==> src/logic/dmc_pkg.sv <==
// Shared constants and types of the drive mode and motion command block
package dmc_pkg;
    localparam int SET_W = 16;
    // Register indices on the plain register port
    localparam logic [3:0] ADDR_MODE_PARAM  = 4'h0;
    localparam logic [3:0] ADDR_MODE_ACTIVE = 4'h1;
    localparam logic [3:0] ADDR_TORQUE_SET  = 4'h2;
    localparam logic [3:0] ADDR_TORQUE_RATE = 4'h3;
    localparam logic [3:0] ADDR_SPEED_SET   = 4'h4;
    localparam logic [3:0] ADDR_SPEED_RATE  = 4'h5;
    localparam logic [3:0] ADDR_TARGET      = 4'h6;
    localparam logic [3:0] ADDR_PROFILE_VEL = 4'h7;
    localparam logic [3:0] ADDR_END_VEL     = 4'h8;
    localparam logic [3:0] ADDR_ACCEL       = 4'h9;
    localparam logic [3:0] ADDR_DECEL       = 4'ha;
    localparam logic [3:0] ADDR_HOME_METHOD = 4'hb;
    localparam logic [3:0] ADDR_ALARM_CODES = 4'hc;
    localparam logic [3:0] ADDR_STATUS      = 4'hd;
    // Control word bit positions
    localparam int CW_RAMP_RUN    = 5;
    localparam int CW_ACTIVATE    = 6;
    localparam int CW_SETPOINT_EN = 6;
    localparam int CW_MASTER_CTRL = 10;
    localparam int CW_HOME        = 11;
    localparam int CW_RELATIVE    = 12;
    localparam int CW_IMMEDIATE   = 13;
    // Telegram numbers, 0 and 1 bound to a mode, 2 free
    localparam logic [1:0] TEL_POS   = 2'h0;
    localparam logic [1:0] TEL_SPEED = 2'h1;
    localparam logic [1:0] TEL_FREE  = 2'h2;
    // Alarm code vendor window
    localparam logic [15:0] VENDOR_BASE     = 16'h1000;
    localparam logic [15:0] VENDOR_MAIN_MAX = 16'h7fff;
    localparam logic [15:0] VENDOR_SUB_MAX  = 16'h100f;
    // Reset values and the rejected mode code
    localparam logic [15:0] RST_RATE        = 16'h0010;
    localparam logic [1:0]  MODE_INVALID    = 2'h3;

    typedef enum logic [1:0] {
        DMC_MODE_POS    = 2'h0,
        DMC_MODE_SPEED  = 2'h1,
        DMC_MODE_TORQUE = 2'h2
    } dmc_mode_t;

    typedef enum logic [1:0] {
        DMC_ST_IDLE  = 2'b00,
        DMC_ST_MOVE  = 2'b01,
        DMC_ST_QUEUE = 2'b11,
        DMC_ST_HOME  = 2'b10
    } dmc_state_t;

    function automatic logic [15:0] dmc_vendor_code(input logic [7:0] idx);
        dmc_vendor_code = VENDOR_BASE + {8'h00, idx};
    endfunction : dmc_vendor_code
endpackage : dmc_pkg

==> src/logic/dmc_if.sv <==
// Carriers between the command core and its ramp and alarm helpers
`timescale 1ns/100ps
interface dmc_ramp_if #(parameter int WIDTH = 16);
    logic signed [WIDTH-1:0] target;
    logic        [WIDTH-1:0] rate;
    logic                    freeze;
    logic signed [WIDTH-1:0] value;
    modport ctl  (output target, output rate, output freeze, input value);
    modport ramp (input target, input rate, input freeze, output value);
endinterface : dmc_ramp_if

interface dmc_alarm_if;
    logic        fault_valid;
    logic [7:0]  fault_main;
    logic [3:0]  fault_sub;
    logic        alarm_valid;
    logic [15:0] main_code;
    logic [15:0] sub_code;
    modport ctl (output fault_valid, output fault_main, output fault_sub,
                 input alarm_valid, input main_code, input sub_code);
    modport enc (input fault_valid, input fault_main, input fault_sub,
                 output alarm_valid, output main_code, output sub_code);
endinterface : dmc_alarm_if

==> src/logic/dmc_ramp.sv <==
// Rate-limited setpoint ramp with freeze
`timescale 1ns/100ps
module dmc_ramp
    import dmc_pkg::*;
#(
    parameter int WIDTH = 16
)(
    input  wire logic   clk_sys,
    input  wire logic   reset,
    dmc_ramp_if.ramp    rp
);
    if (WIDTH < 2) begin : g_bad_width
        $error("dmc_ramp WIDTH must be at least 2");
    end

    typedef struct packed {
        logic signed [WIDTH-1:0] value;
    } dmc_ramp_state_t;

    dmc_ramp_state_t r_reg;
    dmc_ramp_state_t r_next;
    logic signed [WIDTH+1:0] delta;

    function automatic logic signed [WIDTH-1:0] step(
        input logic signed [WIDTH-1:0] cur,
        input logic signed [WIDTH-1:0] tgt,
        input logic        [WIDTH-1:0] rate);
        logic signed [WIDTH+1:0] diff;
        logic signed [WIDTH+1:0] lim;
        diff = (WIDTH+2)'(tgt) - (WIDTH+2)'(cur);
        lim  = $signed({2'b00, rate});
        // Result lies between cur and tgt, so it cannot overflow
        if (diff > lim)
            step = WIDTH'((WIDTH+2)'(cur) + lim);
        else if (diff < -lim)
            step = WIDTH'((WIDTH+2)'(cur) - lim);
        else
            step = tgt;
    endfunction : step

    always_comb
    begin
        r_next = r_reg;
        if (!rp.freeze)
            r_next.value = step(r_reg.value, rp.target, rp.rate);
        delta = (WIDTH+2)'(r_next.value) - (WIDTH+2)'(r_reg.value);
    end

    always_ff @(posedge clk_sys)
    begin
        if (reset)
            r_reg <= '0;
        else
            r_reg <= r_next;
    end

    assign rp.value = r_reg.value;
endmodule : dmc_ramp

==> src/logic/dmc_alarm.sv <==
// Fault number to diagnosis alarm code encoder
`timescale 1ns/100ps
module dmc_alarm
    import dmc_pkg::*;
(
    input  wire logic   clk_sys,
    input  wire logic   reset,
    dmc_alarm_if.enc    al
);
    typedef struct packed {
        logic        valid;
        logic [15:0] main_code;
        logic [15:0] sub_code;
    } dmc_alarm_state_t;

    dmc_alarm_state_t r_reg;
    dmc_alarm_state_t r_next;

    always_comb
    begin
        r_next       = r_reg;
        r_next.valid = 1'b0;
        if (al.fault_valid)
        begin
            r_next.valid     = 1'b1;
            r_next.main_code = dmc_vendor_code(al.fault_main);
            r_next.sub_code  = dmc_vendor_code({4'h0, al.fault_sub});
        end
    end

    always_ff @(posedge clk_sys)
    begin
        if (reset)
            r_reg <= '0;
        else
            r_reg <= r_next;
    end

    assign al.alarm_valid = r_reg.valid;
    assign al.main_code   = r_reg.main_code;
    assign al.sub_code    = r_reg.sub_code;
endmodule : dmc_alarm

==> src/logic/dmc_core.sv <==
// Drive mode selection, setpoint ramps and positioning task control
//
// Summary of operation
// - A drive fault sends a diagnosis alarm to the master.
// - Alarm main code is fault main index plus 1000h.
// - Alarm sub code is fault subindex plus 1000h.
// - Telegram 0 means positioning, telegram 1 means speed control.
// - A new receive telegram number 0 or 1 switches the mode by itself.
// - Torque setpoint passes a rate-limiting ramp in torque mode.
// - Speed setpoint passes an acceleration ramp that can be frozen.
// - Speed mode with fieldbus active selects fixed setpoint 1.
// - Setpoint-enable bit low feeds no setpoint into the adder.
// - A positioning task starts only on a rising control bit 6.
// - Control bit 12 picks relative or absolute target.
// - Control bit 13 aborts the running task or queues the new one.
// - Each move uses profile, end velocity, acceleration, deceleration.
// - End velocity equal profile velocity chains moves without stop.
// - Homing runs in positioning mode with the configured method.
// - Telegram layouts on both sides must match exactly.
//
// Implementation choices: strobed register access and the address map.
`timescale 1ns/100ps
module dmc_core
    import dmc_pkg::*;
#(
    parameter int TARGET_W = 32
)(
    input  wire logic                clk_sys,
    input  wire logic                reset,
    input  wire logic [3:0]          reg_addr,
    input  wire logic [31:0]         reg_wdata,
    input  wire logic                reg_wr,
    input  wire logic                reg_rd,
    output      logic [31:0]         reg_rdata,
    input  wire logic                rx_valid,
    input  wire logic [1:0]          rx_telegram,
    input  wire logic [15:0]         rx_control_word,
    input  wire logic                fieldbus_active,
    input  wire logic                fault_valid,
    input  wire logic [7:0]          fault_main,
    input  wire logic [3:0]          fault_sub,
    input  wire logic                move_done,
    input  wire logic                home_done,
    output      logic [1:0]          active_mode,
    output      logic [SET_W-1:0]    torque_cmd,
    output      logic [SET_W-1:0]    speed_cmd,
    output      logic                adder_fixed1_sel,
    output      logic                move_start,
    output      logic [TARGET_W-1:0] move_target,
    output      logic                move_relative,
    output      logic [SET_W-1:0]    move_profile_vel,
    output      logic [SET_W-1:0]    move_end_vel,
    output      logic [SET_W-1:0]    move_accel,
    output      logic [SET_W-1:0]    move_decel,
    output      logic                move_blend,
    output      logic                home_start,
    output      logic [7:0]          home_method,
    output      logic                alarm_valid,
    output      logic [15:0]         alarm_main_code,
    output      logic [15:0]         alarm_sub_code
);
    if (TARGET_W < 1 || TARGET_W > 32) begin : g_bad_target
        $error("dmc_core TARGET_W must be 1 to 32");
    end

    typedef struct packed {
        dmc_mode_t           mode;
        dmc_state_t          fsm;
        logic [1:0]          tel;
        logic [15:0]         cw;
        logic [1:0]          mode_param;
        logic [SET_W-1:0]    torque_set;
        logic [SET_W-1:0]    torque_rate;
        logic [SET_W-1:0]    speed_set;
        logic [SET_W-1:0]    speed_rate;
        logic [TARGET_W-1:0] target;
        logic [SET_W-1:0]    prof_vel;
        logic [SET_W-1:0]    end_vel;
        logic [SET_W-1:0]    accel;
        logic [SET_W-1:0]    decel;
        logic [7:0]          home_method;
        logic [TARGET_W-1:0] pend_target;
        logic                pend_rel;
        logic                pend_blend;
        logic [31:0]         rdata;
        logic                mv_start;
        logic [TARGET_W-1:0] mv_target;
        logic                mv_rel;
        logic [SET_W-1:0]    mv_prof;
        logic [SET_W-1:0]    mv_end;
        logic [SET_W-1:0]    mv_acc;
        logic [SET_W-1:0]    mv_dec;
        logic                mv_blend;
        logic                home_start;
    } dmc_core_t;

    localparam dmc_core_t CORE_RST = '{
        mode:        DMC_MODE_POS,
        fsm:         DMC_ST_IDLE,
        torque_rate: RST_RATE,
        speed_rate:  RST_RATE,
        default:     '0
    };

    dmc_core_t r_reg;
    dmc_core_t r_next;
    logic      take;
    logic      pos_mode;
    logic      start_edge;
    logic      home_edge;
    logic      immediate;

    dmc_ramp_if #(.WIDTH(SET_W)) trq_if ();
    dmc_ramp_if #(.WIDTH(SET_W)) spd_if ();
    dmc_alarm_if                 alm_if ();

    // Copies the move profile into the outputs and fires the start pulse
    function automatic dmc_core_t issue(
        input dmc_core_t           s,
        input logic [TARGET_W-1:0] tgt,
        input logic                rel,
        input logic                blend);
        dmc_core_t t;
        t           = s;
        t.mv_start  = 1'b1;
        t.mv_target = tgt;
        t.mv_rel    = rel;
        t.mv_prof   = s.prof_vel;
        t.mv_end    = s.end_vel;
        t.mv_acc    = s.accel;
        t.mv_dec    = s.decel;
        t.mv_blend  = blend;
        issue       = t;
    endfunction : issue

    // commands taken only with master control bit
    assign take       = rx_valid & rx_control_word[CW_MASTER_CTRL];
    assign pos_mode   = (r_reg.mode == DMC_MODE_POS) & (rx_telegram != TEL_SPEED);
    assign start_edge = take & pos_mode & rx_control_word[CW_ACTIVATE]
                        & ~r_reg.cw[CW_ACTIVATE];
    assign home_edge  = take & pos_mode & rx_control_word[CW_HOME]
                        & ~r_reg.cw[CW_HOME];
    assign immediate  = rx_control_word[CW_IMMEDIATE];

    always_comb
    begin
        r_next            = r_reg;
        r_next.mv_start   = 1'b0;
        r_next.home_start = 1'b0;
        r_next.rdata      = '0;

        if (reg_wr)
        begin
            case (reg_addr)
                ADDR_MODE_PARAM:  r_next.mode_param  = reg_wdata[1:0];
                ADDR_TORQUE_SET:  r_next.torque_set  = reg_wdata[SET_W-1:0];
                ADDR_TORQUE_RATE: r_next.torque_rate = reg_wdata[SET_W-1:0];
                ADDR_SPEED_SET:   r_next.speed_set   = reg_wdata[SET_W-1:0];
                ADDR_SPEED_RATE:  r_next.speed_rate  = reg_wdata[SET_W-1:0];
                ADDR_TARGET:      r_next.target = reg_wdata[TARGET_W-1:0];
                ADDR_PROFILE_VEL: r_next.prof_vel    = reg_wdata[SET_W-1:0];
                ADDR_END_VEL:     r_next.end_vel     = reg_wdata[SET_W-1:0];
                ADDR_ACCEL:       r_next.accel       = reg_wdata[SET_W-1:0];
                ADDR_DECEL:       r_next.decel       = reg_wdata[SET_W-1:0];
                ADDR_HOME_METHOD: r_next.home_method = reg_wdata[7:0];
                default:          r_next.rdata       = '0;
            endcase
        end

        // explicit mode only for free telegrams
        if (reg_wr && reg_addr == ADDR_MODE_PARAM && r_reg.tel >= TEL_FREE
            && reg_wdata[1:0] != MODE_INVALID)
            r_next.mode = dmc_mode_t'(reg_wdata[1:0]);

        if (rx_valid)
        begin
            r_next.tel = rx_telegram;
            r_next.cw  = rx_control_word;
            if (rx_telegram == TEL_POS)
                r_next.mode = DMC_MODE_POS;
            else if (rx_telegram == TEL_SPEED)
                r_next.mode = DMC_MODE_SPEED;
        end

        // bits 12 and 13 taken with the edge
        case (r_reg.fsm)
            DMC_ST_IDLE:
            begin
                if (start_edge)
                begin
                    r_next     = issue(r_next, r_reg.target,
                                       rx_control_word[CW_RELATIVE], 1'b0);
                    r_next.fsm = DMC_ST_MOVE;
                end
                else if (home_edge)
                begin
                    r_next.home_start = 1'b1;
                    r_next.fsm        = DMC_ST_HOME;
                end
            end
            DMC_ST_MOVE, DMC_ST_QUEUE:
            begin
                if (start_edge && immediate)
                begin
                    r_next     = issue(r_next, r_reg.target,
                                       rx_control_word[CW_RELATIVE], 1'b0);
                    r_next.fsm = DMC_ST_MOVE;
                end
                else if (start_edge)
                begin
                    r_next.pend_target = r_reg.target;
                    r_next.pend_rel    = rx_control_word[CW_RELATIVE];
                    // chain when end equals profile velocity
                    r_next.pend_blend  = (r_reg.mv_end == r_reg.mv_prof);
                    r_next.fsm         = DMC_ST_QUEUE;
                end
                else if (move_done && r_reg.fsm == DMC_ST_QUEUE)
                begin
                    // profile applied to the queued move
                    r_next     = issue(r_next, r_reg.pend_target,
                                       r_reg.pend_rel, r_reg.pend_blend);
                    r_next.fsm = DMC_ST_MOVE;
                end
                else if (move_done)
                    r_next.fsm = DMC_ST_IDLE;
            end
            DMC_ST_HOME:
            begin
                if (home_done)
                    r_next.fsm = DMC_ST_IDLE;
            end
            default:
                r_next.fsm = DMC_ST_IDLE;
        endcase

        if (reg_rd)
        begin
            case (reg_addr)
                ADDR_MODE_PARAM:  r_next.rdata = {30'h0, r_reg.mode_param};
                ADDR_MODE_ACTIVE: r_next.rdata = {30'h0, r_reg.mode};
                ADDR_TORQUE_SET:  r_next.rdata = 32'(r_reg.torque_set);
                ADDR_TORQUE_RATE: r_next.rdata = 32'(r_reg.torque_rate);
                ADDR_SPEED_SET:   r_next.rdata = 32'(r_reg.speed_set);
                ADDR_SPEED_RATE:  r_next.rdata = 32'(r_reg.speed_rate);
                ADDR_TARGET:      r_next.rdata = 32'(r_reg.target);
                ADDR_PROFILE_VEL: r_next.rdata = 32'(r_reg.prof_vel);
                ADDR_END_VEL:     r_next.rdata = 32'(r_reg.end_vel);
                ADDR_ACCEL:       r_next.rdata = 32'(r_reg.accel);
                ADDR_DECEL:       r_next.rdata = 32'(r_reg.decel);
                ADDR_HOME_METHOD: r_next.rdata = {24'h0, r_reg.home_method};
                ADDR_ALARM_CODES:
                    r_next.rdata = {alm_if.sub_code, alm_if.main_code};
                ADDR_STATUS:
                    r_next.rdata = {28'h0, r_reg.fsm, r_reg.tel};
                default:          r_next.rdata = '0;
            endcase
        end
    end

    always_ff @(posedge clk_sys)
    begin
        if (reset)
            r_reg <= CORE_RST;
        else
            r_reg <= r_next;
    end

    // torque setpoint ramp, zero outside torque mode
    assign trq_if.target = (r_reg.mode == DMC_MODE_TORQUE)
                           ? r_reg.torque_set : '0;
    assign trq_if.rate   = r_reg.torque_rate;
    assign trq_if.freeze = 1'b0;

    // speed ramp, frozen while ramp-run bit is low
    assign spd_if.target = r_reg.speed_set;
    assign spd_if.rate   = r_reg.speed_rate;
    assign spd_if.freeze = ~r_reg.cw[CW_RAMP_RUN];

    dmc_ramp #(.WIDTH(SET_W)) u_trq_ramp (
        .clk_sys (clk_sys),
        .reset   (reset),
        .rp      (trq_if.ramp)
    );

    dmc_ramp #(.WIDTH(SET_W)) u_spd_ramp (
        .clk_sys (clk_sys),
        .reset   (reset),
        .rp      (spd_if.ramp)
    );

    assign alm_if.fault_valid = fault_valid;
    assign alm_if.fault_main  = fault_main;
    assign alm_if.fault_sub   = fault_sub;

    dmc_alarm u_alarm (
        .clk_sys (clk_sys),
        .reset   (reset),
        .al      (alm_if.enc)
    );

    // fixed setpoint 1 on the adder
    assign adder_fixed1_sel = (r_reg.mode == DMC_MODE_SPEED)
                              & fieldbus_active & r_reg.cw[CW_SETPOINT_EN];
    assign speed_cmd        = adder_fixed1_sel ? spd_if.value : '0;
    assign torque_cmd       = trq_if.value;
    assign active_mode      = r_reg.mode;
    assign reg_rdata        = r_reg.rdata;
    assign move_start       = r_reg.mv_start;
    assign move_target      = r_reg.mv_target;
    assign move_relative    = r_reg.mv_rel;
    assign move_profile_vel = r_reg.mv_prof;
    assign move_end_vel     = r_reg.mv_end;
    assign move_accel       = r_reg.mv_acc;
    assign move_decel       = r_reg.mv_dec;
    assign move_blend       = r_reg.mv_blend;
    assign home_start       = r_reg.home_start;
    assign home_method      = r_reg.home_method;
    assign alarm_valid      = alm_if.alarm_valid;
    assign alarm_main_code  = alm_if.main_code;
    assign alarm_sub_code   = alm_if.sub_code;
endmodule : dmc_core

==> config.mk <==
export PLATFORM = sky130hd
export DESIGN_NAME = dmc_core
export DESIGN_NICKNAME = d
export VERILOG_FILES = /design/src/logic/dmc_pkg.sv /design/src/logic/dmc_if.sv /design/src/logic/dmc_ramp.sv /design/src/logic/dmc_alarm.sv /design/src/logic/dmc_core.sv
export SDC_FILE = /design/constraint.sdc
export NUM_CORES = 1
export LEC_CHECK = 0
export ABC_AREA = 1
export BUFFER_PORTS_ARGS = -buffer_cell sky130_fd_sc_hd__buf_4
export CELL_PAD_IN_SITES_DETAIL_PLACEMENT = 1
export CELL_PAD_IN_SITES_GLOBAL_PLACEMENT = 1
export CORE_MARGIN = 2
export CORE_UTILIZATION = 46
export DETAILED_ROUTE_END_ITERATION = 16
export GPL_TIMING_DRIVEN = 0
export PLACE_DENSITY = 0.94
export SLEW_MARGIN = 20
export SYNTH_ARGS = -nofsm -noshare
export SYNTH_HDL_FRONTEND = slang
export SYNTH_SLANG_ARGS = --single-unit
==> constraint.sdc <==
create_clock -name clk_sys -period 12.4 [get_ports clk_sys]
set_input_delay 3.1 -clock clk_sys [delete_from_list [all_inputs] [get_ports clk_sys]]
set_output_delay 3.1 -clock clk_sys [all_outputs]
set_load 0.05 [all_outputs]
==> results.py <==
metrics = {
    "pwr": {
        "power_leakage_nw": 12.68,
        "power_density_nw_per_um2": 183.8,
        "total_power_mw": 4.991,
        "ir_drop_uv": 83.77,
    },
    "clocking": {
        "clk-insertion-delay-late_ns": 0.61,
        "ctsHoldBuffers": 0,
        "cts.sinks": 391,
        "htree_levels": 2,
        "cts_root_buffer": "clkbuf_16",
        "cts_tree": "done",
        "ctsResizeCount": 0,
        "path_clk_slew_ns": 0.07,
        "post_cts_buffers": 0,
        "cts_made_buffers": 41,
        "cts_buffer_depth": 3,
    },
    "sta": {
        "hold_viol": 0,
        "tightest_slew_ns": 1.214,
        "report.final.setup_viol": 0,
        "finalSetupTns_ns": 0,
        "slew_headroom": 0.1910,
        "slew_violations": 0,
        "fin_crit_sh": 0.6110,
        "min_period_ns": 7.576,
        "rsz0062_at_grt": "no",
        "fmax_ghz": 0.1320,
        "skew_ns": 0.03425,
        "worst_slack_ns": 4.824,
        "holdWs_ns": 0.4734,
    },
    "worst_setup_path": {
        "critical_path.max_fanout": 10,
        "r2r_cells": 29,
        "required_ns": 9.30,
        "cp-start-kind": "input pin",
        "arrival_ns": 4.48,
        "path_class": "input pin to primary output",
        "crit_start": "fieldbus_active",
        "r2r-start": "active_mode[1]",
        "worstSetupEndpointType": "primary output",
        "endpoint": "speed_cmd[11]",
        "rrSetupSlack_ns": 7.01,
        "reg2reg_to": "u_trq_ramp.rp.value[5]",
    },
    "route": {
        "vias": 25477,
        "ant_nets": 0,
        "wirelength_um": 104600,
        "via_per_inst": 6.088,
        "dr.pass1.iters": 6,
        "route.detailed.drc": 0,
        "initialDrtViolationCount": 2698,
        "wire_per_inst_um": 25.00,
    },
    "cells_and_area": {
        "areaGrowthSynthToFinish_pct": 18.03,
        "multi_input_area_um2": 12030,
        "drive_gt1_frac": 0.1483,
        "largest_reg_flops": 155,
        "regArea_um2": 7828,
        "instances_no_fill": 4185,
        "num-nets-final": 3719,
        "fill_cells": 6315,
    },
    "synth": {
        "netlist_top_cells_area": "dfxtp_1, ha_1, a21oi_1",
        "synth_top_cell_by_area": "dfxtp_1",
        "synth_edf_count": 0,
        "yosysWarnings": 0,
        "synth_area_um2": 23000,
        "seq_area_frac_synth": 0.3403,
        "netlist_instances": 3177,
        "synth_top_flop_cell": "dfxtp_1",
        "yosysMostFrequentCell": "nand2_1",
        "post_synth_and_or_nand_nor_area_fraction": 0.1690,
        "synthXorXnorAreaFrac": 0.04112,
        "ys_types": 52,
        "synth_mux_area_frac": 0.01131,
        "synth_compound_area_frac": 0.2087,
        "synth_area_per_cell_um2": 7.240,
        "synthTopCellsByCount": "nand2_1, dfxtp_1, a21oi_1",
        "synth_top_family_by_area": "compound AO/OA/AOI/OAI gates",
        "async_flop_share": 0,
        "synth_top_area_frac": 0.3403,
        "ys_ff_latch": 391,
        "synth_fa_ha_area_frac": 0.08954,
    },
    "floorplanning": {
        "initial_core_util": 0.4679,
        "io_pins": 283,
        "coreArea_um2": 49150,
        "die-area_um2": 51810,
        "die_width_um": 227.6,
        "fp.dieH_um": 227.6,
        "rows": 81,
    },
    "job": {
        "cap_violations": 0,
    },
    "global_route": {
        "grt_usage": 0.3949,
        "grt_pass1_wl_um": 155200,
        "grt-ovfl-total": 0,
        "grt_pass1_vias": 26116,
        "antenna_found_initial": 7,
        "grt_max_degree": 16,
    },
    "placement": {
        "dpl.cell_count": 4104,
        "io_buffers": 245,
        "place_congestion": 0.9759,
        "dpl.hpwl_um": 76560,
        "place_ws_ns": 4.923,
    },
    "outcome": {
        "status": "complete, no violations",
    },
    "hold_path": {
        "hold_start": "r_reg[352]",
        "hp-class": "flip-flop to flip-flop",
    },
}
## kinds of logic after synthesis
kind of cell | Yosys count
xor+xnor | 108
mux | 26
compound gates | 876
other cells | 1
buf+inv | 688
fa+ha+maj | 161
simple gates | 926
flops | 391
## layout by cell type, fill, tap and decap left out, drive strengths merged, types with 14 or more instances in the layout
cell and count:
o21ai 325, nand3 162, o211ai 27, a21oi 368
a31oi 46, mux2i 26, conb 18, clkbuf 181
nor3 35, nand2 439, buf 431, xnor2 23
nand4 19, nor2 247, xor2 85, a221oi 19
inv 361, o22ai 49, dfxtp 391, clkinv 24
ha 155, nor4 14
## where the power goes
| group | switching (mW) | internal [mW] |
|---|---|---|
| combinational | 1.52 | 0.752 |
| clock | 0.591 | 0.715 |
| sequential | 0.0842 | 1.33 |
| total | 2.19 | 2.80 |
## metal layers
layer,GRT usage,wire length [um],part of all wire,vias up
li1,-,-,-,11058
met1,0.4756,40020,0.38,12306
met2,0.6247,46430,0.44,1611
met3,0.09641,10240,0.098,496
met4,0.2673,7915,0.076,6
met5,0,33,0.00032,-
## metrics by stage
step | util | cell area, um^2
2_1_floorplan | - | 23060
3_3_place_gp | 0.5236 | 25730
3_5_place_dp | 0.5239 | 25750
4_1_cts | 0.5519 | 27130
5_1_grt | 0.5520 | 27130
6_report | 0.5523 | 27150
## cell type report
cell class              instances  share of cell area
clock inverters                23            0.009540
well taps                     664             0.03060
flip-flops and latches        391              0.2883
repair buffers                246             0.06793
plain buffers                 316             0.06701
inverters                     372             0.05143
clock buffers                  50             0.04125
diodes                          8           0.0007374
multi-input cells            2115              0.4432
## critical path, stage by stage
cell and delay (ns):
buf_4 0.08, nand4_1 0.53, clkbuf_1 0.40, nor2_1 0.15
buf_4 0.21
## worst min-delay path by stage
| stage | end | slack, ns | cells after the start |
|---|---|---|---|
| after floorplan | r_reg[334] | 0.43 | 2 |
| after global placement | r_reg[334] | 0.45 | 2 |
| after detailed placement | r_reg[335] | 0.46 | 2 |
| after CTS | r_reg[335] | 0.47 | 2 |
| after global routing | r_reg[335] | 0.47 | 2 |
| final | r_reg[352] | 0.47 | 2 |
Power figures use the tool's default switching activity.
